### config.mk
export PLATFORM = sky130hd
export DESIGN_NAME = rpc_payload_cond
export DESIGN_NICKNAME = d
export VERILOG_FILES = /design/src/hdl/rpc_cond_pkg.sv /design/src/hdl/rpc_mem_if.sv /design/src/hdl/rpc_payload_cond.sv /design/src/hdl/rpc_chan_store.sv
export VERILOG_INCLUDE_DIRS = /design/src /design/src/hdl
export SDC_FILE = /design/constraint.sdc
export NUM_CORES = 1
export LEC_CHECK = 0
export BUFFER_PORTS_ARGS = -buffer_cell sky130_fd_sc_hd__buf_2
export CORE_MARGIN = 8
export CORE_UTILIZATION = 54
export CTS_CLUSTER_SIZE = 30
export DETAILED_ROUTE_END_ITERATION = 12
export PLACE_DENSITY = 0.84
export SYNTH_ARGS = -nofsm -noshare
export SYNTH_HDL_FRONTEND = slang
export SYNTH_SLANG_ARGS = --single-unit
### constraint.sdc
create_clock -name core_clk -period 3.33 [get_ports core_clk]
set_input_delay 0.1665 -clock core_clk [delete_from_list [all_inputs] [get_ports core_clk]]
set_output_delay 0.1665 -clock core_clk [all_outputs]
set_load 0.05 [all_outputs]
### src/hdl/rpc_cond_regs.svh
`ifndef RPC_COND_REGS_SVH
`define RPC_COND_REGS_SVH

// Indirect index map: region in index[6:5], entry in index[4:0]
`define RPC_IDX_W          7
`define RPC_REGION_CTRL    2'h0
`define RPC_REGION_DTRK    2'h1
`define RPC_REGION_STRK    2'h2
`define RPC_T1_FIRST       5'h01
`define RPC_T1_LAST        5'h18
`define RPC_E1_SIG_HOLE    5'h10
`define RPC_E1_SIG_ZERO    5'h00
`define RPC_REGION_HI      6
`define RPC_REGION_LO      5
`define RPC_ENTRY_HI       4
`define RPC_ENTRY_LO       0
`define RPC_ZERO_IDX       7'h00

// Channel control byte layout
`define RPC_CTL_TEST_BIT   7
`define RPC_CTL_SUBST_HI   6
`define RPC_CTL_SUBST_LO   4
`define RPC_CTL_MSB_BIT    2
`define RPC_CTL_ODD_BIT    1
`define RPC_CTL_EVEN_BIT   0

// Signaling trunk byte layout
`define RPC_STRK_EN_BIT    4
`define RPC_STRK_ABCD_HI   3
`define RPC_STRK_ABCD_LO   0

// Substitution codes; zero in the global field defers to the channel
`define RPC_SUBST_NONE     3'h0
`define RPC_SUBST_TRUNK    3'h1
`define RPC_SUBST_ALAW     3'h2
`define RPC_SUBST_MULAW    3'h3

// PRBS framing codes
`define RPC_PRBS_UNFRAMED  2'h0
`define RPC_PRBS_8BIT      2'h1
`define RPC_PRBS_7BIT      2'h2

// Bit masks; bit 1 of a channel is data[7]
`define RPC_MASK_MSB       8'h80
`define RPC_MASK_ODD       8'hAA
`define RPC_MASK_EVEN      8'h55
`define RPC_MASK_7BIT      8'hFE
`define RPC_MASK_ALL       8'hFF

// Milliwatt patterns, byte 1 first, bit 7 is the MSB
`define RPC_ALAW_0 8'h34
`define RPC_ALAW_1 8'h21
`define RPC_ALAW_2 8'h21
`define RPC_ALAW_3 8'h34
`define RPC_ALAW_4 8'hB4
`define RPC_ALAW_5 8'hA1
`define RPC_ALAW_6 8'hA1
`define RPC_ALAW_7 8'hB4
`define RPC_MULAW_0 8'h1E
`define RPC_MULAW_1 8'h0B
`define RPC_MULAW_2 8'h0B
`define RPC_MULAW_3 8'h1E
`define RPC_MULAW_4 8'h9E
`define RPC_MULAW_5 8'h8B
`define RPC_MULAW_6 8'h8B
`define RPC_MULAW_7 8'h9E

`define RPC_ZERO_BYTE      8'h00
`define RPC_ZERO_SIG       4'h0
`define RPC_ONES_SIG       4'hF
`define RPC_ZERO_PH        3'h0
`define RPC_ONE_PH         3'h1

`endif

### src/hdl/rpc_cond_pkg.sv
package rpc_cond_pkg;
    typedef logic [7:0] rpc_byte_t;
    typedef logic [6:0] rpc_idx_t;
    typedef logic [4:0] rpc_chan_t;
    typedef enum logic [2:0] {
        RPC_ACC_IDLE = 3'b001,
        RPC_ACC_WAIT = 3'b010,
        RPC_ACC_DO   = 3'b100
    } rpc_acc_state_t;
endpackage

### src/hdl/rpc_mem_if.sv
`timescale 1ns/10ps
interface rpc_mem_if;
    import rpc_cond_pkg::*;
    logic      wr_en;
    rpc_idx_t  acc_idx;
    rpc_byte_t wr_data;
    rpc_byte_t acc_rdata;
    rpc_chan_t lk_chan;
    rpc_byte_t lk_ctrl;
    rpc_byte_t lk_dtrk;
    rpc_byte_t lk_strk;
    modport master (output wr_en, acc_idx, wr_data, lk_chan,
                    input  acc_rdata, lk_ctrl, lk_dtrk, lk_strk);
    modport store  (input  wr_en, acc_idx, wr_data, lk_chan,
                    output acc_rdata, lk_ctrl, lk_dtrk, lk_strk);
endinterface

### src/hdl/rpc_payload_cond.sv
`timescale 1ns/10ps
`include "rpc_cond_regs.svh"
module rpc_payload_cond
    import rpc_cond_pkg::*;
(
    input  wire logic       core_clk,
    input  wire logic       rst,
    input  wire logic       payload_ctrl_enable,
    input  wire logic       test_path_enable,
    input  wire logic       prbs_direction,
    input  wire logic [1:0] prbs_pattern_framing,
    input  wire logic [2:0] global_substitute_select,
    input  wire logic       signaling_force,
    input  wire logic       signaling_force_level,
    input  wire logic       global_sig_trunk_enable,
    input  wire logic       e1_mode,
    input  wire logic       t1_sig_format,
    input  wire logic [6:0] ind_index,
    input  wire logic       read_not_write,
    input  wire logic [7:0] ind_wdata,
    input  wire logic       ind_start,
    output logic      [7:0] ind_rdata,
    output logic            ind_busy,
    input  wire logic       in_valid,
    input  wire logic       in_frame_start,
    input  wire logic       in_sig_frame,
    input  wire logic [4:0] in_chan,
    input  wire logic [7:0] in_data,
    input  wire logic [3:0] in_sig,
    input  wire logic [7:0] prbs_gen_data,
    output logic            prbs_tap_valid,
    output logic      [7:0] prbs_tap_data,
    output logic      [7:0] prbs_tap_mask,
    output logic            out_valid,
    output logic      [7:0] out_data,
    output logic      [3:0] out_sig
);
    rpc_mem_if mem ();

    rpc_chan_store u_store (
        .core_clk (core_clk),
        .rst      (rst),
        .mem      (mem.store)
    );

    // Indirect access engine
    rpc_acc_state_t acc_state_r;
    rpc_acc_state_t acc_state_nxt;
    rpc_idx_t       acc_idx_r;
    rpc_idx_t       acc_idx_nxt;
    logic           acc_rnw_r;
    logic           acc_rnw_nxt;
    rpc_byte_t      acc_wdata_r;
    rpc_byte_t      acc_wdata_nxt;
    rpc_byte_t      rdata_r;
    rpc_byte_t      rdata_nxt;
    logic           busy_r;
    logic           busy_nxt;
    logic           idx_ok;
    rpc_chan_t      acc_entry;
    logic [1:0]     acc_region;

    assign acc_entry  = acc_idx_r[`RPC_ENTRY_HI:`RPC_ENTRY_LO];
    assign acc_region = acc_idx_r[`RPC_REGION_HI:`RPC_REGION_LO];

    // Holes in the index space read zero and drop writes
    always_comb begin
        idx_ok = 1'b0;
        if (acc_region == `RPC_REGION_CTRL || acc_region == `RPC_REGION_DTRK) begin
            if (e1_mode)
                idx_ok = 1'b1;
            else
                idx_ok = (acc_entry >= `RPC_T1_FIRST) && (acc_entry <= `RPC_T1_LAST);
        end else if (acc_region == `RPC_REGION_STRK) begin
            // Signaling entries skip the E1 timeslots without CAS
            if (e1_mode)
                idx_ok = (acc_entry != `RPC_E1_SIG_ZERO) && (acc_entry != `RPC_E1_SIG_HOLE);
            else
                idx_ok = (acc_entry >= `RPC_T1_FIRST) && (acc_entry <= `RPC_T1_LAST);
        end
    end

    assign mem.acc_idx = acc_idx_r;
    assign mem.wr_data = acc_wdata_r;
    // Store write lasts one cycle, in the last busy cycle
    assign mem.wr_en   = (acc_state_r == RPC_ACC_DO) && !acc_rnw_r && idx_ok;

    always_comb begin
        acc_state_nxt = acc_state_r;
        acc_idx_nxt   = acc_idx_r;
        acc_rnw_nxt   = acc_rnw_r;
        acc_wdata_nxt = acc_wdata_r;
        rdata_nxt     = rdata_r;
        busy_nxt      = busy_r;
        case (acc_state_r)
            RPC_ACC_IDLE: begin
                // Starts while busy are dropped; software polls busy first
                // Request fields latched, so software may change them at once
                if (ind_start) begin
                    acc_idx_nxt   = ind_index;
                    acc_rnw_nxt   = read_not_write;
                    acc_wdata_nxt = ind_wdata;
                    busy_nxt      = 1'b1;
                    acc_state_nxt = RPC_ACC_WAIT;
                end
            end
            RPC_ACC_WAIT: begin
                acc_state_nxt = RPC_ACC_DO;
            end
            RPC_ACC_DO: begin
                // Read result settles together with the fall of busy
                if (acc_rnw_r)
                    rdata_nxt = idx_ok ? mem.acc_rdata : `RPC_ZERO_BYTE;
                busy_nxt      = 1'b0;
                acc_state_nxt = RPC_ACC_IDLE;
            end
            default: begin
                busy_nxt      = 1'b0;
                acc_state_nxt = RPC_ACC_IDLE;
            end
        endcase
    end

    always_ff @(posedge core_clk) begin
        if (rst) begin
            acc_state_r <= RPC_ACC_IDLE;
            acc_idx_r   <= `RPC_ZERO_IDX;
            acc_rnw_r   <= 1'b0;
            acc_wdata_r <= `RPC_ZERO_BYTE;
            rdata_r     <= `RPC_ZERO_BYTE;
            busy_r      <= 1'b0;
        end else begin
            acc_state_r <= acc_state_nxt;
            acc_idx_r   <= acc_idx_nxt;
            acc_rnw_r   <= acc_rnw_nxt;
            acc_wdata_r <= acc_wdata_nxt;
            rdata_r     <= rdata_nxt;
            busy_r      <= busy_nxt;
        end
    end

    assign ind_rdata = rdata_r;
    assign ind_busy  = busy_r;

    // Milliwatt phase: shared by all channels, advanced per frame
    // Trade-off: one counter per link instead of one per channel
    logic [2:0] mw_phase_r;
    logic [2:0] mw_phase_nxt;

    always_comb begin
        mw_phase_nxt = mw_phase_r;
        if (in_valid && in_frame_start)
            mw_phase_nxt = mw_phase_r + `RPC_ONE_PH;
    end

    always_ff @(posedge core_clk) begin
        if (rst)
            mw_phase_r <= `RPC_ZERO_PH;
        else
            mw_phase_r <= mw_phase_nxt;
    end

    function automatic rpc_byte_t mw_byte(input logic mu, input logic [2:0] ph);
        rpc_byte_t b;
        case (ph)
            3'h0:    b = mu ? `RPC_MULAW_0 : `RPC_ALAW_0;
            3'h1:    b = mu ? `RPC_MULAW_1 : `RPC_ALAW_1;
            3'h2:    b = mu ? `RPC_MULAW_2 : `RPC_ALAW_2;
            3'h3:    b = mu ? `RPC_MULAW_3 : `RPC_ALAW_3;
            3'h4:    b = mu ? `RPC_MULAW_4 : `RPC_ALAW_4;
            3'h5:    b = mu ? `RPC_MULAW_5 : `RPC_ALAW_5;
            3'h6:    b = mu ? `RPC_MULAW_6 : `RPC_ALAW_6;
            default: b = mu ? `RPC_MULAW_7 : `RPC_ALAW_7;
        endcase
        return b;
    endfunction

    // Data path, one cycle of latency
    // Lookup is combinational so each byte is treated in its own cycle
    assign mem.lk_chan = in_chan;

    logic       tap_valid_r;
    logic       tap_valid_nxt;
    rpc_byte_t  tap_data_r;
    rpc_byte_t  tap_data_nxt;
    rpc_byte_t  tap_mask_r;
    rpc_byte_t  tap_mask_nxt;
    logic       ovalid_r;
    logic       ovalid_nxt;
    rpc_byte_t  odata_r;
    rpc_byte_t  odata_nxt;
    logic [3:0] osig_r;
    logic [3:0] osig_nxt;
    logic [2:0] subst_sel;
    logic       chan_test;
    logic       prbs_hit;
    logic       force_ok;
    rpc_byte_t  prbs_mask;
    rpc_byte_t  inv_mask;

    assign chan_test = mem.lk_ctrl[`RPC_CTL_TEST_BIT];
    assign prbs_hit  = (prbs_pattern_framing == `RPC_PRBS_UNFRAMED) || chan_test;
    // Undefined framing code 3 falls back to 8-bit behaviour
    assign prbs_mask = (prbs_pattern_framing == `RPC_PRBS_7BIT) ?
                       `RPC_MASK_7BIT : `RPC_MASK_ALL;
    // E1 has no robbed bits, so forcing is held off there
    assign force_ok  = signaling_force && !e1_mode && t1_sig_format;

    always_comb begin
        subst_sel = global_substitute_select;
        if (global_substitute_select == `RPC_SUBST_NONE)
            subst_sel = mem.lk_ctrl[`RPC_CTL_SUBST_HI:`RPC_CTL_SUBST_LO];
        inv_mask = `RPC_ZERO_BYTE;
        if (mem.lk_ctrl[`RPC_CTL_MSB_BIT])
            inv_mask = inv_mask | `RPC_MASK_MSB;
        if (mem.lk_ctrl[`RPC_CTL_ODD_BIT])
            inv_mask = inv_mask | `RPC_MASK_ODD;
        if (mem.lk_ctrl[`RPC_CTL_EVEN_BIT])
            inv_mask = inv_mask | `RPC_MASK_EVEN;
    end

    always_comb begin
        ovalid_nxt    = in_valid;
        odata_nxt     = in_data;
        osig_nxt      = in_sig;
        tap_valid_nxt = 1'b0;
        tap_data_nxt  = tap_data_r;
        tap_mask_nxt  = tap_mask_r;
        if (in_valid && payload_ctrl_enable) begin
            // Tap sees the raw byte, ahead of every other treatment
            if (test_path_enable && !prbs_direction && prbs_hit) begin
                tap_valid_nxt = 1'b1;
                tap_data_nxt  = in_data;
                tap_mask_nxt  = prbs_mask;
            end
            case (subst_sel)
                `RPC_SUBST_TRUNK: odata_nxt = mem.lk_dtrk;
                `RPC_SUBST_ALAW:  odata_nxt = mw_byte(1'b0, mw_phase_r);
                `RPC_SUBST_MULAW: odata_nxt = mw_byte(1'b1, mw_phase_r);
                default:          odata_nxt = in_data;
            endcase
            // Robbed-bit position carries the signaling in those frames
            if (force_ok && in_sig_frame)
                odata_nxt[0] = signaling_force_level;
            // Even mask also flips a forced robbed bit
            odata_nxt = odata_nxt ^ inv_mask;
            // Generator bits win over every earlier treatment
            if (test_path_enable && prbs_direction && prbs_hit)
                odata_nxt = (prbs_gen_data & prbs_mask) |
                            (odata_nxt & ~prbs_mask);
            // Signaling pin path: trunk replacement, then forcing
            if (global_sig_trunk_enable || mem.lk_strk[`RPC_STRK_EN_BIT])
                osig_nxt = mem.lk_strk[`RPC_STRK_ABCD_HI:`RPC_STRK_ABCD_LO];
            if (force_ok)
                osig_nxt = signaling_force_level ? `RPC_ONES_SIG : `RPC_ZERO_SIG;
        end
    end

    always_ff @(posedge core_clk) begin
        if (rst) begin
            tap_valid_r <= 1'b0;
            tap_data_r  <= `RPC_ZERO_BYTE;
            tap_mask_r  <= `RPC_ZERO_BYTE;
            ovalid_r    <= 1'b0;
            odata_r     <= `RPC_ZERO_BYTE;
            osig_r      <= `RPC_ZERO_SIG;
        end else begin
            tap_valid_r <= tap_valid_nxt;
            tap_data_r  <= tap_data_nxt;
            tap_mask_r  <= tap_mask_nxt;
            ovalid_r    <= ovalid_nxt;
            odata_r     <= odata_nxt;
            osig_r      <= osig_nxt;
        end
    end

    assign prbs_tap_valid = tap_valid_r;
    assign prbs_tap_data  = tap_data_r;
    assign prbs_tap_mask  = tap_mask_r;
    assign out_valid      = ovalid_r;
    assign out_data       = odata_r;
    assign out_sig        = osig_r;
endmodule

### src/hdl/rpc_chan_store.sv
`timescale 1ns/10ps
`include "rpc_cond_regs.svh"
module rpc_chan_store
    import rpc_cond_pkg::*;
(
    input  wire logic   core_clk,
    input  wire logic   rst,
    rpc_mem_if.store    mem
);
    rpc_byte_t ctrl_r [32];
    rpc_byte_t dtrk_r [32];
    rpc_byte_t strk_r [32];
    rpc_byte_t ctrl_nxt [32];
    rpc_byte_t dtrk_nxt [32];
    rpc_byte_t strk_nxt [32];
    logic [1:0] region;
    rpc_chan_t  entry;

    assign region = mem.acc_idx[`RPC_REGION_HI:`RPC_REGION_LO];
    assign entry  = mem.acc_idx[`RPC_ENTRY_HI:`RPC_ENTRY_LO];

    genvar g;
    generate
        for (g = 0; g < 32; g++) begin : g_entry
            always_comb begin
                ctrl_nxt[g] = ctrl_r[g];
                dtrk_nxt[g] = dtrk_r[g];
                strk_nxt[g] = strk_r[g];
                if (mem.wr_en && entry == 5'(g)) begin
                    if (region == `RPC_REGION_CTRL)
                        ctrl_nxt[g] = mem.wr_data;
                    else if (region == `RPC_REGION_DTRK)
                        dtrk_nxt[g] = mem.wr_data;
                    else if (region == `RPC_REGION_STRK)
                        strk_nxt[g] = mem.wr_data;
                end
            end
            always_ff @(posedge core_clk) begin
                if (rst) begin
                    ctrl_r[g] <= `RPC_ZERO_BYTE;
                    dtrk_r[g] <= `RPC_ZERO_BYTE;
                    strk_r[g] <= `RPC_ZERO_BYTE;
                end else begin
                    ctrl_r[g] <= ctrl_nxt[g];
                    dtrk_r[g] <= dtrk_nxt[g];
                    strk_r[g] <= strk_nxt[g];
                end
            end
        end
    endgenerate

    always_comb begin
        case (region)
            `RPC_REGION_CTRL: mem.acc_rdata = ctrl_r[entry];
            `RPC_REGION_DTRK: mem.acc_rdata = dtrk_r[entry];
            `RPC_REGION_STRK: mem.acc_rdata = strk_r[entry];
            default:          mem.acc_rdata = `RPC_ZERO_BYTE;
        endcase
    end

    assign mem.lk_ctrl = ctrl_r[mem.lk_chan];
    assign mem.lk_dtrk = dtrk_r[mem.lk_chan];
    assign mem.lk_strk = strk_r[mem.lk_chan];
endmodule

==> impl_results.md <==
- Total power: 24.6 mW
- #FFs+latches synth: approximately 830
- Nets: 3202
- Vias per cell: 6.84
- Number of buffers and inverters on the critical path: 0
- Area grow syn2layout: 15.0%
- Post-layout min period: 3.34 ns
- Antenna-violating nets left: 0
- Filler cells: 5149
- Post-synthesis sequential area ratio: 0.572
- Post-Layout Cell Count: around 4300
- Clock tree from TritonCTS: done
- Post-synth EDFFs: 768
- Max clock buf depth: 3
- GPL Wtd Cong: 0.952
- Final WS setup: -0.00971 ns
- Syn nets: 3003
- Crit Path Category: reg -> reg
- Synth Cell Area: 42400 um^2
- Crit path DAT: between 3 and 4 ns
- Post-synth top area share: 0.543
- Clk slew on worst S/H paths: 0.06 ns
- Vias in the first global route: between 20000 and 30000
- Slew @ Worst Pin: 1.04 ns
- Max Slew Vio Count: 0
- Root Buffer: clkbuf_16
- H-tree depth reported by CTS: 3
- Hold Vio Cnt, Final: 0
- GR Util All Layers: 0.284
- # IOs: 99
- Peak Freq: approximately 300 MHz
- Library cells used by synthesis: 72
- Share of synthesized registers carrying an async set or reset: 0
- Synth area leader: edfxtp_1
- Cell with the most instances after synthesis: edfxtp_1
- Relative slew slack: 0.306
- Max Clock Skew: 0.0614 ns
- Failing checks: negative setup slack
- Post-route cell area: 48800 um^2
- Initial Utilization: 0.542
- Syn_area_per_cell: 14.5 um^2
- Largest cells by area after synthesis: edfxtp_1, mux4_2, nor2_1
- CTS sink cnt: 828
- Post-synth top cells: edfxtp_1, nor2_1, mux4_2
- Slowest stage cell, crit path: mux4_2
- DP HPWL: between 80 and 90 mm
- DP Area: between 40000 and 50000 um^2
- DRT Pass-1 Iters: 7
- DR WL/cell: 29.8 um
- Core Region: ~80000 um^2
- CP delay by family, top: multiplexers
- Final setup vio count: 1
- Vias: just under 30000
- Hold Path Class: in -> reg
- Critical-path cell list: mux4_2 > mux4_2 > and2_4 > a311oi_4 > mux2i_1 > o211ai_1 > o21ai_1 > nor2_1
- 1st-iter DRT viols: 4693
- YS warnings: 0
- Die height: 296 um
- Tcrit/Tclk final: 1.00
- Delay of the slowest cell on the worst path: about 0.6 ns
- Setup_tns: -0.00971 ns
- CP Max Fanout: 4
- CTS buffer count: 84
- Pleak: 17.1 nW
- Share of cells above drive strength 1: 0.304
- Final design utilization: 0.623
- Cell count after synthesis: approximately 3000
- Die area: roughly 88000 um^2
- Grt total ovfl: 0
- Ant. Diodes: 0
- Max VDD drop: 459 uV
- Worst Setup End Kind: register
- Clk_lat worst skew: 0.67 ns
- Final wirelength: 127 mm
- Status: complete, but fails checks
- Most Frequent Cell on Critical Path: mux4_2
- Max cap viols: 0
- Die W: a little under 300 um
- DRC: 0
- Largest net degree at the start of global routing: 113
- Worst path required time: 3.87 ns
- Cell Pwr Density: just over 500 nW/um^2
- Port bufs: 98
- Placed Instances: 4039
- Antenna violations before repair: 5
- Ys flop type: edfxtp_1
- FP Rows: 103
- Setup crit start kind: register
- First-pass GRT wire length: 185 mm
[flip-flops by register name, indices dropped and copies added (netlist names), 7 cells and up, named ones only]
signal          count
prbs_tap_data       8
u_store.ctrl_r    256
acc_idx_r           7
u_store.strk_r    256
out_data            8
acc_wdata_r         8
ind_rdata           8
u_store.dtrk_r    256
[through the flow]
stage / hold WS (ns) / worst slack (ns)
global route: 0.0464 / -0.00603
finish: 0.0639 / -0.00971
global placement: 0.412 / 0.0704
detailed placement: 0.422 / 0.0760
CTS: 0.00134 / 0.0675
floorplan: 0.295 / 0.180
[per-layer routing]
| layer | vias to the layer above | wire [um] | track usage |
|---|---|---|---|
| met2 | 2795 | 58800 | 0.454 |
| li1 | 11500 | - | - |
| met3 | 511 | 20100 | 0.0875 |
| met4 | 10 | 7310 | 0.132 |
| met5 | - | 77 | 0 |
| met1 | 14200 | 40600 | 0.356 |
[where the power goes]
| group | leakage (nW) | total, mW | internal, mW | switching (mW) |
|---|---|---|---|---|
| registers | 8.43 | 11.9 | 11.7 | 0.247 |
| logic | 7.25 | 2.89 | 1.24 | 1.65 |
| clock network | 1.37 | 9.83 | 5.57 | 4.25 |
| total | 17.1 | 24.6 | 18.5 | 6.15 |
[kinds of logic after synthesis]
group / synth area share
AND/OR/NAND/NOR: 0.135
flip-flops: 0.572
multiplexers: 0.240
buffers and inverters: 0.0308
AO/OA/AOI/OAI: 0.0189
adder cells (fa/ha/maj): 0.00295
XOR/XNOR: 0.00144
[timing repair]
action	CTS	global route
gates resized for setup	0	4
setup buffers	0	14
endpoints found under the hold margin	43	0
hold buffers	41	0
setup endpoints to repair	0	15
[placed cells by master (no fill, tap or decap), drive strengths merged, types with 4 or more instances in the layout]
| cell type | count |
|---|---|
| nor2 | 571 |
| nor3 | 12 |
| bufinv | 11 |
| nand2 | 82 |
| xor2 | 5 |
| dfxtp | 60 |
| clkbuf | 104 |
| inv | 22 |
| a21oi | 44 |
| o22ai | 6 |
| a22oi | 10 |
| a222oi | 8 |
| nand3 | 79 |
| nand2b | 75 |
| nor4 | 5 |
| or3 | 4 |
| buf | 353 |
| clkinv | 38 |
| mux2 | 26 |
| edfxtp | 768 |
| dlygate4sd3 | 41 |
| mux2i | 42 |
| mux4 | 417 |
| ha | 10 |
| o21ai | 11 |
| o211ai | 7 |
| nor3b | 4 |
| and2 | 261 |
| and3 | 33 |
| nor2b | 16 |
| or2 | 34 |
[cell type report]
type / count / area, um^2 / share of cell area
flip-flops and latches: 828 / 24300 / 0.497
multi-input cells: 1803 / 17000 / 0.347
repair buffers: 396 / 3370 / 0.0691
clock buffers: 102 / 2170 / 0.0444
well taps: 1050 / 1310 / 0.0269
clock inverters: 55 / 669 / 0.0137
inverters: 19 / 71.3 / 0.00146
[worst min-delay path, cell delays in order]
cell and delay [ns]:
buf_2 0.10, nand2b_1 0.17, mux2i_1 0.18, nor2_1 0.05
[worst paths after layout]
| path | start | endpoint | slack (ns) | cells past startpoint |
|---|---|---|---|---|
| hold / removal | prbs_pattern_framing[1] | prbs_tap_mask[0] | 0.06 | 4 |
| setup / recovery | u_store.strk_r[22][4] | out_sig[0] | -0.01 | 8 |
| hold reg to reg | ind_busy | ind_busy | 0.47 | 2 |
| setup reg to reg | u_store.strk_r[22][4] | out_sig[0] | -0.01 | 8 |
(Power assumes the default switching activity.)
